<file path="src/hw/trc_map.vh">
// register offsets, fields, reset values and mode codes of the timer block
`ifndef TRC_MAP_VH
`define TRC_MAP_VH

`define TRC_TSC_OFF      8'h00
`define TRC_CNTH_OFF     8'h04
`define TRC_CNTL_OFF     8'h08
`define TRC_MODH_OFF     8'h0c
`define TRC_MODL_OFF     8'h10
`define TRC_CSC_OFF      8'h14
`define TRC_CVH_OFF      8'h18
`define TRC_CVL_OFF      8'h1c
`define TRC_DBG_OFF      8'h20

`define TRC_TSC_PS_LSB   0
`define TRC_TSC_PS_MSB   2
`define TRC_TSC_CS_LSB   3
`define TRC_TSC_CS_MSB   4
`define TRC_CSC_MS_LSB   4
`define TRC_CSC_MS_MSB   5

`define TRC_MODE_CAPTURE 2'h0
`define TRC_MODE_COMPARE 2'h1

`define TRC_TSC_RESET    8'h00
`define TRC_CSC_RESET    8'h00
`define TRC_MOD_RESET    16'hffff
`define TRC_CV_RESET     16'h0000

`endif

</file>
<file path="src/hw/trc_prescaler.v">
// prescaler divider producing the counter advance enable
`timescale 1ns/1ps
module trc_prescaler #(
    parameter WIDTH = 7
) (
    input  wire       clk_i,
    input  wire       rst_i,
    input  wire       run_i,
    input  wire       clear_i,
    input  wire [2:0] tap_i,
    output reg        tick_o
);
    reg [WIDTH-1:0] div;
    wire [WIDTH-1:0] mask;

    assign mask = (({{(WIDTH-1){1'b0}}, 1'b1} << tap_i) - 1'b1);

    always @(posedge clk_i) begin
        if (rst_i || clear_i) begin
            div    <= {WIDTH{1'b0}};
            tick_o <= 1'b0;
        end else if (run_i) begin
            tick_o <= ((div & mask) == mask);
            div    <= ((div & mask) == mask) ? {WIDTH{1'b0}} : div + 1'b1;
        end else begin
            tick_o <= 1'b0;
        end
    end
endmodule

</file>
<file path="src/hw/trc_byte_latch.v">
// read-coherency buffer for one 16-bit value read as two bytes
`timescale 1ns/1ps
module trc_byte_latch (
    input  wire        clk_i,
    input  wire        rst_i,
    input  wire        clear_i,
    input  wire        bypass_i,
    input  wire        rd_hi_i,
    input  wire        rd_lo_i,
    input  wire [15:0] live_i,
    output wire [7:0]  hi_o,
    output wire [7:0]  lo_o,
    output wire        held_o
);
    reg [7:0] buf_byte;
    reg       held_hi;
    reg       held_lo;

    always @(posedge clk_i) begin
        if (rst_i || clear_i) begin
            held_hi  <= 1'b0;
            held_lo  <= 1'b0;
            buf_byte <= 8'h00;
        end else if (!bypass_i) begin
            if (rd_hi_i && !held_lo) begin
                buf_byte <= live_i[7:0];
                held_hi  <= 1'b1;
            end else if (rd_lo_i && !held_hi) begin
                buf_byte <= live_i[15:8];
                held_lo  <= 1'b1;
            end else if (rd_hi_i || rd_lo_i) begin
                held_hi <= 1'b0;
                held_lo <= 1'b0;
            end
        end
    end

    assign hi_o   = (!bypass_i && held_lo) ? buf_byte : live_i[15:8];
    assign lo_o   = (!bypass_i && held_hi) ? buf_byte : live_i[7:0];
    assign held_o = held_hi | held_lo;
endmodule

</file>
<file path="src/hw/trc_timer.v">
// timer counter and channel value registers with read coherency
//
// Behaviour
// - writing either counter byte zeroes the counter and the prescaler.
// - in debug halt a counter byte read returns the frozen live count.
// - in debug halt a write to status/control or a counter byte clears the counter latch.
// - in debug halt a channel byte read returns the real channel value.
// - in debug halt a write to channel status/control clears its latch.
// - in input capture mode channel value writes are ignored.
// - in compare mode with a clock, the channel loads at the next tick after its second byte.
`timescale 1ns/1ps
`include "trc_map.vh"
module trc_timer #(
    parameter PS_WIDTH = 7
) (
    input  wire        clk_i,
    input  wire        rst_i,
    input  wire        cyc_i,
    input  wire        stb_i,
    input  wire        we_i,
    input  wire [7:0]  adr_i,
    input  wire [3:0]  sel_i,
    input  wire [31:0] dat_i,
    output reg  [31:0] dat_o,
    output reg         ack_o,
    input  wire        debug_halt_state_i,
    input  wire        capture_i,
    output reg         compare_o
);
    ////////////////////////////////////////////////////////////////////
    reg  [7:0]  timer_status_control;
    reg  [7:0]  channel_status_control;
    reg  [15:0] timer_count_value;
    reg  [15:0] modulo;
    reg  [15:0] channel_value;
    reg  [15:0] cv_wbuf;
    reg         cv_hi_done;
    reg         cv_pending;
    reg  [31:0] next_dat;

    wire        req;
    wire        wr;
    wire        rd;
    wire        lane0;
    wire [1:0]  clk_sel;
    wire [2:0]  ps_tap;
    wire [1:0]  ch_mode;
    wire        tick;
    wire        cnt_wr;
    wire        cnt_clr_latch;
    wire        cv_clr_latch;
    wire [7:0]  cnt_hi;
    wire [7:0]  cnt_lo;
    wire [7:0]  cv_hi;
    wire [7:0]  cv_lo;
    wire        cnt_held;
    wire        cv_held;

    function hit;
        input [7:0] a;
        input [7:0] off;
        begin
            hit = (a == off);
        end
    endfunction

    assign req     = cyc_i && stb_i && !ack_o;
    assign lane0   = sel_i[0];
    // a write commits at the edge where the master samples ack
    assign wr      = cyc_i && stb_i && we_i && ack_o && lane0;
    assign rd      = req && !we_i;
    assign clk_sel = timer_status_control[`TRC_TSC_CS_MSB:`TRC_TSC_CS_LSB];
    assign ps_tap  = timer_status_control[`TRC_TSC_PS_MSB:`TRC_TSC_PS_LSB];
    assign ch_mode = channel_status_control[`TRC_CSC_MS_MSB:`TRC_CSC_MS_LSB];
    assign cnt_wr  = wr && (hit(adr_i, `TRC_CNTH_OFF) ||
                            hit(adr_i, `TRC_CNTL_OFF));
    assign cnt_clr_latch = debug_halt_state_i &&
                           (cnt_wr || (wr && hit(adr_i, `TRC_TSC_OFF)));
    assign cv_clr_latch  = debug_halt_state_i && wr &&
                           hit(adr_i, `TRC_CSC_OFF);

    ////////////////////////////////////////////////////////////////////
    trc_prescaler #(
        .WIDTH (PS_WIDTH)
    ) u_ps (
        .clk_i   (clk_i),
        .rst_i   (rst_i),
        .run_i   ((clk_sel != 2'b00) && !debug_halt_state_i),
        .clear_i (cnt_wr),
        .tap_i   (ps_tap),
        .tick_o  (tick)
    );

    trc_byte_latch u_cnt_latch (
        .clk_i    (clk_i),
        .rst_i    (rst_i),
        .clear_i  (cnt_clr_latch),
        .bypass_i (debug_halt_state_i),
        .rd_hi_i  (rd && hit(adr_i, `TRC_CNTH_OFF)),
        .rd_lo_i  (rd && hit(adr_i, `TRC_CNTL_OFF)),
        .live_i   (timer_count_value),
        .hi_o     (cnt_hi),
        .lo_o     (cnt_lo),
        .held_o   (cnt_held)
    );

    trc_byte_latch u_cv_latch (
        .clk_i    (clk_i),
        .rst_i    (rst_i),
        .clear_i  (cv_clr_latch),
        .bypass_i (debug_halt_state_i),
        .rd_hi_i  (rd && hit(adr_i, `TRC_CVH_OFF)),
        .rd_lo_i  (rd && hit(adr_i, `TRC_CVL_OFF)),
        .live_i   (channel_value),
        .hi_o     (cv_hi),
        .lo_o     (cv_lo),
        .held_o   (cv_held)
    );

    ////////////////////////////////////////////////////////////////////
    // counter
    always @(posedge clk_i) begin
        if (rst_i) begin
            timer_count_value <= 16'h0000;
        end else if (cnt_wr) begin
            timer_count_value <= 16'h0000;
        end else if (tick) begin
            if (timer_count_value == modulo)
                timer_count_value <= 16'h0000;
            else
                timer_count_value <= timer_count_value + 16'h0001;
        end
    end

    ////////////////////////////////////////////////////////////////////
    // control registers and channel value write path
    always @(posedge clk_i) begin
        if (rst_i) begin
            timer_status_control   <= `TRC_TSC_RESET;
            channel_status_control <= `TRC_CSC_RESET;
            modulo                 <= `TRC_MOD_RESET;
            channel_value          <= `TRC_CV_RESET;
            cv_wbuf                <= `TRC_CV_RESET;
            cv_hi_done             <= 1'b0;
            cv_pending             <= 1'b0;
        end else begin
            if (wr && hit(adr_i, `TRC_TSC_OFF)) begin
                timer_status_control <= dat_i[7:0];
                cv_hi_done           <= 1'b0;
            end
            if (wr && hit(adr_i, `TRC_MODH_OFF))
                modulo[15:8] <= dat_i[7:0];
            if (wr && hit(adr_i, `TRC_MODL_OFF))
                modulo[7:0] <= dat_i[7:0];
            if (wr && hit(adr_i, `TRC_CSC_OFF))
                channel_status_control <= dat_i[7:0];
            if (ch_mode == `TRC_MODE_CAPTURE) begin
                cv_pending <= 1'b0;
                if (capture_i && !debug_halt_state_i)
                    channel_value <= timer_count_value;
            end else begin
                if (wr && hit(adr_i, `TRC_CVH_OFF)) begin
                    cv_wbuf[15:8] <= dat_i[7:0];
                    cv_hi_done    <= 1'b1;
                end
                if (wr && hit(adr_i, `TRC_CVL_OFF) && cv_hi_done) begin
                    cv_wbuf[7:0] <= dat_i[7:0];
                    cv_hi_done   <= 1'b0;
                    if (clk_sel == 2'b00)
                        channel_value <= {cv_wbuf[15:8], dat_i[7:0]};
                    else
                        cv_pending <= 1'b1;
                end else if (cv_pending && tick) begin
                    channel_value <= cv_wbuf;
                    cv_pending    <= 1'b0;
                end
            end
        end
    end

    ////////////////////////////////////////////////////////////////////
    // read mux and bus answer, one wait state
    always @* begin
        next_dat = 32'h0000_0000;
        case (adr_i)
            `TRC_TSC_OFF:  next_dat[7:0] = timer_status_control;
            `TRC_CNTH_OFF: next_dat[7:0] = cnt_hi;
            `TRC_CNTL_OFF: next_dat[7:0] = cnt_lo;
            `TRC_MODH_OFF: next_dat[7:0] = modulo[15:8];
            `TRC_MODL_OFF: next_dat[7:0] = modulo[7:0];
            `TRC_CSC_OFF:  next_dat[7:0] = channel_status_control;
            `TRC_CVH_OFF:  next_dat[7:0] = cv_hi;
            `TRC_CVL_OFF:  next_dat[7:0] = cv_lo;
            `TRC_DBG_OFF:  next_dat[3:0] = {cv_pending, cv_held,
                                            cnt_held, debug_halt_state_i};
            default:       next_dat = 32'h0000_0000;
        endcase
    end

    always @(posedge clk_i) begin
        if (rst_i) begin
            ack_o     <= 1'b0;
            dat_o     <= 32'h0000_0000;
            compare_o <= 1'b0;
        end else begin
            ack_o     <= req;
            dat_o     <= rd ? next_dat : 32'h0000_0000;
            compare_o <= (ch_mode == `TRC_MODE_COMPARE) &&
                         (timer_count_value == channel_value);
        end
    end
endmodule

</file>
<file path="config.mk">
export PLATFORM = sky130hd
export DESIGN_NAME = trc_timer
export DESIGN_NICKNAME = d
export VERILOG_FILES = /design/src/hw/trc_prescaler.v /design/src/hw/trc_byte_latch.v /design/src/hw/trc_timer.v
export VERILOG_INCLUDE_DIRS = /design/src /design/src/hw
export SDC_FILE = /design/constraint.sdc
export NUM_CORES = 1
export LEC_CHECK = 0
export CAP_MARGIN = 20
export CORE_MARGIN = 8
export CORE_UTILIZATION = 60
export DETAILED_ROUTE_END_ITERATION = 8
export DONT_BUFFER_PORTS = 1
export PLACE_DENSITY = 0.73
export SLEW_MARGIN = 40
export SYNTH_ARGS = -nofsm -noshare
export SYNTH_HDL_FRONTEND = slang
export SYNTH_HIERARCHICAL = 1
export SYNTH_SLANG_ARGS = --single-unit
</file>
<file path="constraint.sdc">
create_clock -name clk_i -period 4 [get_ports clk_i]
set_clock_uncertainty 0.2 [all_clocks]
set_input_delay 0.2 -clock clk_i [delete_from_list [all_inputs] [get_ports clk_i]]
set_output_delay 0.2 -clock clk_i [all_outputs]
set_load 0.005 [all_outputs]
</file>
**After elaboration in Yosys (flattened, before gate mapping)**

Cells that the tools add are included.

- Register bits after elaboration: 144
- Input bits: 51

- Add/subtract/negate cells: 3
- Equal/unequal tests: 17
- Shift-type cells: 1
- Muxes and demuxes: 32
- Bitwise logic cells: 9
- Reduce and logical (&&, ||, !) cells: 73

Operators by type and width:

| kind | number |
|---|---|
| two-way mux 16 bit | 6 |
| two-way mux 8 bit | 8 |
| case mux 4 bit (9 select lines) | 1 |
| logical AND 1 bit | 33 |
| equality test 16 bit | 2 |
| equality test 8 x 5 -> 1 bit (second input constant) | 4 |
| case mux 4 bit (8 select lines) | 1 |
| adder 16 x 1 -> 16 bit (second input constant) | 1 |
| equality test 8 x 4 -> 1 bit (second input constant) | 2 |
| nonzero test 2 bit | 8 |
| two-way mux 1 bit | 15 |
| AND reduction 3 bit | 5 |
| AND reduction 2 bit | 5 |
| equality test 8 x 3 -> 1 bit (second input constant) | 1 |
| equality test 8 x 6 -> 1 bit (second input constant) | 1 |
| logical NOT 8 bit | 1 |
| OR reduction 2 bit | 4 |
| adder 7 x 1 -> 7 bit (second input constant) | 1 |
| AND 7 bit | 1 |
| equality test 7 bit | 1 |
| logical NOT 1 bit | 7 |
| logical OR 1 bit | 7 |
| two-way mux 7 bit | 1 |
| left shift 1 x 3 -> 7 bit (first input constant) | 1 |
| 9 further kinds | 18 |

**Depth between registers and ports, before layout**

- Depth after elaboration: 9
- Depth in mapped cells: 10

**By module**

Netlist, hierarchy kept.

By module, submodules not included:

| module | instances | cells each | area an instance (sq um) | seq. area each (sq um) |
|---|---|---|---|---|
| trc_timer | 1 | 598 | 5271.3 | 1841.8 |
| trc_byte_latch | 2 | 80 | 797.0 | 200.2 |
| trc_prescaler | 1 | 45 | 414.1 | 160.2 |

**Worst setup path before layout**

Ideal clock, no wire load.

- Path type: input to register
- Start: in adr_i[4]
- End: reg u_cnt_latch.buf_byte[0]
- Library setup time: 0.123 ns
- Arrival time: 2.380 ns
- Setup slack: 1.297 ns
- Stages: 10
- Path buffers: 2
- Cells stage by stage: buf_6 or4_4 or3_4 nor2_8 nor2_1 nor2_1 clkbuf_1 nor2_1 a41oi_1 o21ai_1

- Longest elaborated chain between the ends: 6

Ends and longest elaborated chain:

| element | RTL line | RTL |
|---|---|---|
| start: declaration | trc_timer.v:21 | `input wire [7:0] adr_i,` |
| equality test 8 x 3 -> 1 bit or equality test 8 x 4 -> 1 bit (tied branches) | trc_timer.v:63 | `hit = (a == off);` |
| logical OR 1 bit | trc_timer.v:75 | `` assign cnt_wr = wr && (hit(adr_i, `TRC_CNTH_OFF) \|\| `` |
| logical AND 1 bit | trc_timer.v:75 |  |
| logical OR 1 bit * | trc_timer.v:78 | `` (cnt_wr \|\| (wr && hit(adr_i, `TRC_TSC_OFF))); `` |
| logical AND 1 bit * | trc_timer.v:77 | `assign cnt_clr_latch = debug_halt_state_i &&` |
| via cnt_clr_latch | trc_timer.v:50 | `wire cnt_clr_latch;` |
| logical OR 1 bit * | trc_byte_latch.v:20 | `if (rst_i \|\| clear_i) begin` |
| end signal: assignment | trc_byte_latch.v:26 | `buf_byte <= live_i[7:0];` |
| end signal: assignment | trc_byte_latch.v:29 | `buf_byte <= live_i[15:8];` |
| end: declaration | trc_byte_latch.v:15 | `reg [7:0] buf_byte;` |

Mark *: on every way through the listed nets, which the timed path passes. The rest lies on a longest branch.
A chain may end at the register's enable or synchronous reset.

**Worst setup path after layout**

- Start: in adr_i[1]
- End: reg u_cv_latch.buf_byte[7]

- Longest elaborated chain between the ends: 5

Ends and longest elaborated chain:

| element | RTL line |
|---|---|
| equality test 8 x 5 -> 1 bit | trc_timer.v:63 |
| logical AND 1 bit (on tied branches) | trc_timer.v:113, trc_timer.v:112 |
| logical AND 1 bit (on tied branches) | trc_byte_latch.v:28, trc_byte_latch.v:25 |
| nonzero test 2 bit (no line) | -- |
| AND reduction 2 bit (no line) | -- |
| end signal: assignment | trc_byte_latch.v:26 |
| end signal: assignment | trc_byte_latch.v:29 |
| end: declaration | trc_byte_latch.v:15 |

Several ways; a longest one is shown, not always the timed one.

==> out/qor_table.md <==
| Metric | This run | Unit |
|---|---|---|
| Worst-margin pin slew | 0.829 | ns |
| NetSw | 0.672 | mW |
| Final-layout fill cell count | 950 | - |
| Post-Synthesis Cells | 803 | - |
| Iteration count of the initial detailed-routing pass | 5 | - |
| Switching Share | 23.3 | % |
| Core area | 11900 | um^2 |
| Post-synth cell types | 76 | - |
| Area overhead of the layout relative to synthesis | 9.76 | % |
| Design Power | 2.88 | mW |
| Clock latency at the later pin of the worst-skew pair | 0.42 | ns |
| Post-synth ARST share | 0 | % |
| Via count | 6275 | - |
| Cell area after placement | 7110 | um^2 |
| Maximum number of pins on one net before global-route repair | 102 | - |
| Number of enable-type register cells in the synthesized netlist | 0 | - |
| Startpoint of the lowest-slack hold path | adr_i[6] | - |
| Slack of the worst reg-to-reg path | 0.90 | ns |
| Overflow left after global routing | 0 | - |
| Pre-CTS worst setup slack | 1.17 | ns |
| TritonCTS clock tree | done | - |
| Number of global-route vias before repair | 6020 | - |
| Area of the mapped netlist | 7280 | um^2 |
| Most common library cell in the layout ignoring fill and taps | sky130_fd_sc_hd__dfxtp_1 | - |
| Number of max-cap violations | 0 | - |
| Setup repair after global routing missed its margin | false | - |
| # placed instances | 894 | - |
| Class of the tightest hold or removal check | in -> reg | - |
| Worst R2R End | dat_o[1] | - |
| Number of buffers inserted by hold repair at cts | 29 | - |
| Sequential share of power | 41.9 | % |
| Hold Path Cell Cnt | 4 | - |
| Power share of the clock group | 52.8 | % |
| Clock Pin Slew Worst Setup and Hold Paths | 0.06 | ns |
| Maximum fanout along the worst path | 11 | - |
| Origin of the critical flop-to-flop path | u_cv_latch/held_lo | - |
| CTS Root Cell | sky130_fd_sc_hd__clkbuf_16 | - |
| Cell Int Power | 2.21 | mW |
| Effective utilization at floorplan | 61.1 | % |
| Final TNS setup | 0 | ns |
| Final weighted congestion in routability-driven placement | 0.907 | - |
| Initial antenna violation count | 0 | - |
| Arr. time, crit path | 3.33 | ns |
| Slack of the critical path | 0.824 | ns |
| Routed wirelength normalized by instance count | 23.2 | um |
| Worst slew slack as a fraction of its limit | 44.7 | % |
| Wire length of the first global-routing pass | 34400 | um |
| Clock sinks | 120 | - |
| Required time of the worst setup path | 4.15 | ns |
| Count of instances resized after the clock tree is built | 0 | - |
| Antenna diode count | 0 | - |
| Areal power density over the cells | 361 | nW/um^2 |
| Depth of the worst register-to-register path | 8 | - |
| Number of buffers inserted during clock tree synthesis | 17 | - |
| Floorplan die width | 126 | um |
| Status | finished, final reports clean | - |
| Number of top-level design ports | 85 | - |
| Count of non-filler cells in the finished layout | 954 | - |
| Most common flop cell mapped by yosys | sky130_fd_sc_hd__dfxtp_1 | - |
| Commonest non-fill, non-tap cells in the layout | sky130_fd_sc_hd__dfxtp_1, sky130_fd_sc_hd__nor2_1, sky130_fd_sc_hd__mux2i_1, sky130_fd_sc_hd__xor2_1 | - |
| Htree depth | 4 | - |
| Net total in the final layout | 848 | - |
| Die Footprint | 15900 | um^2 |
| Layout cells sized above 1 | 10.9 | % |
| Final hold viol count | 0 | - |
| CP Capture Type | flip-flop | - |
| Final setup vio count | 0 | - |
| Average instance area after synthesis | 9.07 | um^2 |
| Period minus WS final | 3.18 | ns |
| # rows | 40 | - |
| Share of total power in combinational logic | 5.3 | % |
| Leakage dissipation | 3.09 | nW |
| Maximum resistive drop on vdd | 0.451 | mV |
| Bufs on Longest Clock Path | 2 | - |
| Path type of the worst setup path | in -> reg | - |
| Post-CTS setup-driven buffer insertion count | 0 | - |
| Remaining antenna violation count after routing | 0 | - |
| Worst Hold Path EP | dat_o[2] | - |
| Sequential-to-total area share from yosys stat | 33.0 | % |
| Count of routing violations after the opening detailed-route iteration | 543 | - |
| Highest clock rate | 0.315 | GHz |
| Die Height | 126 | um |
| Category of the worst setup path launch point | input port | - |
| Post-Route WL | 22100 | um |
| Post-route cell area | 7990 | um^2 |
| Overall fraction of global-route tracks in use | 27.9 | % |
| HPWL after detailed placement | 14400 | um |
| Syn. warnings | 6 | - |
| DR DRC count | 0 | - |
| I/O Buffers | 0 | - |
| Mean number of vias per cell | 6.58 | - |
| Part of the cycle the worst path needs | 79.4 | % |
| Number of max-slew violations in the final report | 0 | - |
| Post-synthesis register bit count | 120 | - |
-- critical path, stage by stage --
cell and delay [ns]:
sky130_fd_sc_hd__dlygate4sd3_1 0.64, sky130_fd_sc_hd__nor2_1 0.64, sky130_fd_sc_hd__nand2_1 0.55, sky130_fd_sc_hd__nor2_1 0.38, sky130_fd_sc_hd__nand2b_4 0.15, sky130_fd_sc_hd__a2111o_1 0.57, sky130_fd_sc_hd__o21ai_1 0.19
-- area by class of cell --
| type | instances | area (um^2) | area share [%] |
|---|---|---|---|
| Clock buffer | 21 | 460 | 5.76 |
| Sequential cell | 120 | 2400 | 30.1 |
| Timing Repair Buffer | 37 | 363 | 4.54 |
| Inverter | 12 | 45.0 | 0.564 |
| Multi-Input combinational cell | 607 | 4410 | 55.2 |
| Tap cell | 147 | 184 | 2.30 |
| Clock inverter | 10 | 121 | 1.52 |
-- cell usage after synthesis, drive strengths merged (20+ instances only) --
library cell | n | share of area, %
a21oi | 26 | 1.8
buf | 53 | 5.2
clkbuf | 34 | 1.8
dfxtp | 120 | 33
mux2 | 54 | 8.4
mux2i | 57 | 8.0
nand2 | 28 | 1.4
nor2 | 104 | 5.9
nor2b | 21 | 1.8
nor3 | 20 | 1.4
o21ai | 24 | 1.8
xor2 | 39 | 4.7
-- per-layer routing --
metal / track usage (%) / vias to the layer above / wire length (um)
li1: - / 2848 / -
met1: 35.1 / 3018 / 8900
met2: 41.8 / 348 / 9960
met3: 9.83 / 61 / 2460
met4: 13.4 / 0 / 802
met5: 0 / - / 0
-- flip-flops by register name, summed over array words and instances, names as in the netlist, 7 cells and up --
| signal | cells |
|---|---|
| channel_status_control | 8 |
| channel_value | 16 |
| cv_wbuf | 16 |
| dat_o | 8 |
| modulo | 16 |
| timer_count_value | 16 |
| timer_status_control | 8 |
| u_cnt_latch/buf_byte | 8 |
| u_cv_latch/buf_byte | 8 |
| u_ps/div | 7 |
-- cell families (layout without fill, tap and decap cells) --
group | Yosys count | in the layout | synth area share, %
compound gates | 144 | 144 | 15.0
xor+xnor | 52 | 52 | 6.26
fa+ha+maj | 2 | 2 | 0.344
buf+inv | 99 | 80 | 7.55
flops | 120 | 120 | 33.0
mux | 112 | 112 | 16.7
other cells | 1 | 24 | 0.0515
simple gates | 273 | 273 | 21.1
-- metrics by stage --
stage          utilization (%)  hold WS (ns)
2_1_floorplan                -         0.118
3_5_place_dp              59.7        0.0895
3_3_place_gp              59.7        0.0893
4_1_cts                   67.1        0.0102
5_1_grt                   67.1        0.0539
6_report                  67.1        0.0520
-- power groups by stage --
stage / clock, mW / sequential (mW) / combinational (mW)
after global placement: 0 / 1.23 / 0.0874
after global routing: 1.59 / 1.21 / 0.163
after detailed placement: 0 / 1.23 / 0.0892
after floorplan: 0 / 1.23 / 0.120
final: 1.52 / 1.21 / 0.152
after CTS: 1.54 / 1.21 / 0.149
-- worst max-delay path by stage --
stage / startpoint / to / slack (ns) / cells after the start
3_5_place_dp: adr_i[1] / u_cv_latch/buf_byte[7] / 1.17 / 6
2_1_floorplan: adr_i[4] / u_cnt_latch/buf_byte[0] / 1.30 / 10
4_1_cts: adr_i[5] / u_cnt_latch/held_hi / 0.86 / 9
5_1_grt: adr_i[1] / u_cv_latch/buf_byte[1] / 0.67 / 7
3_3_place_gp: adr_i[1] / u_cv_latch/buf_byte[2] / 1.25 / 6
6_report: adr_i[1] / u_cv_latch/buf_byte[7] / 0.82 / 7
No activity file was read; power rests on OpenSTA's default activity.
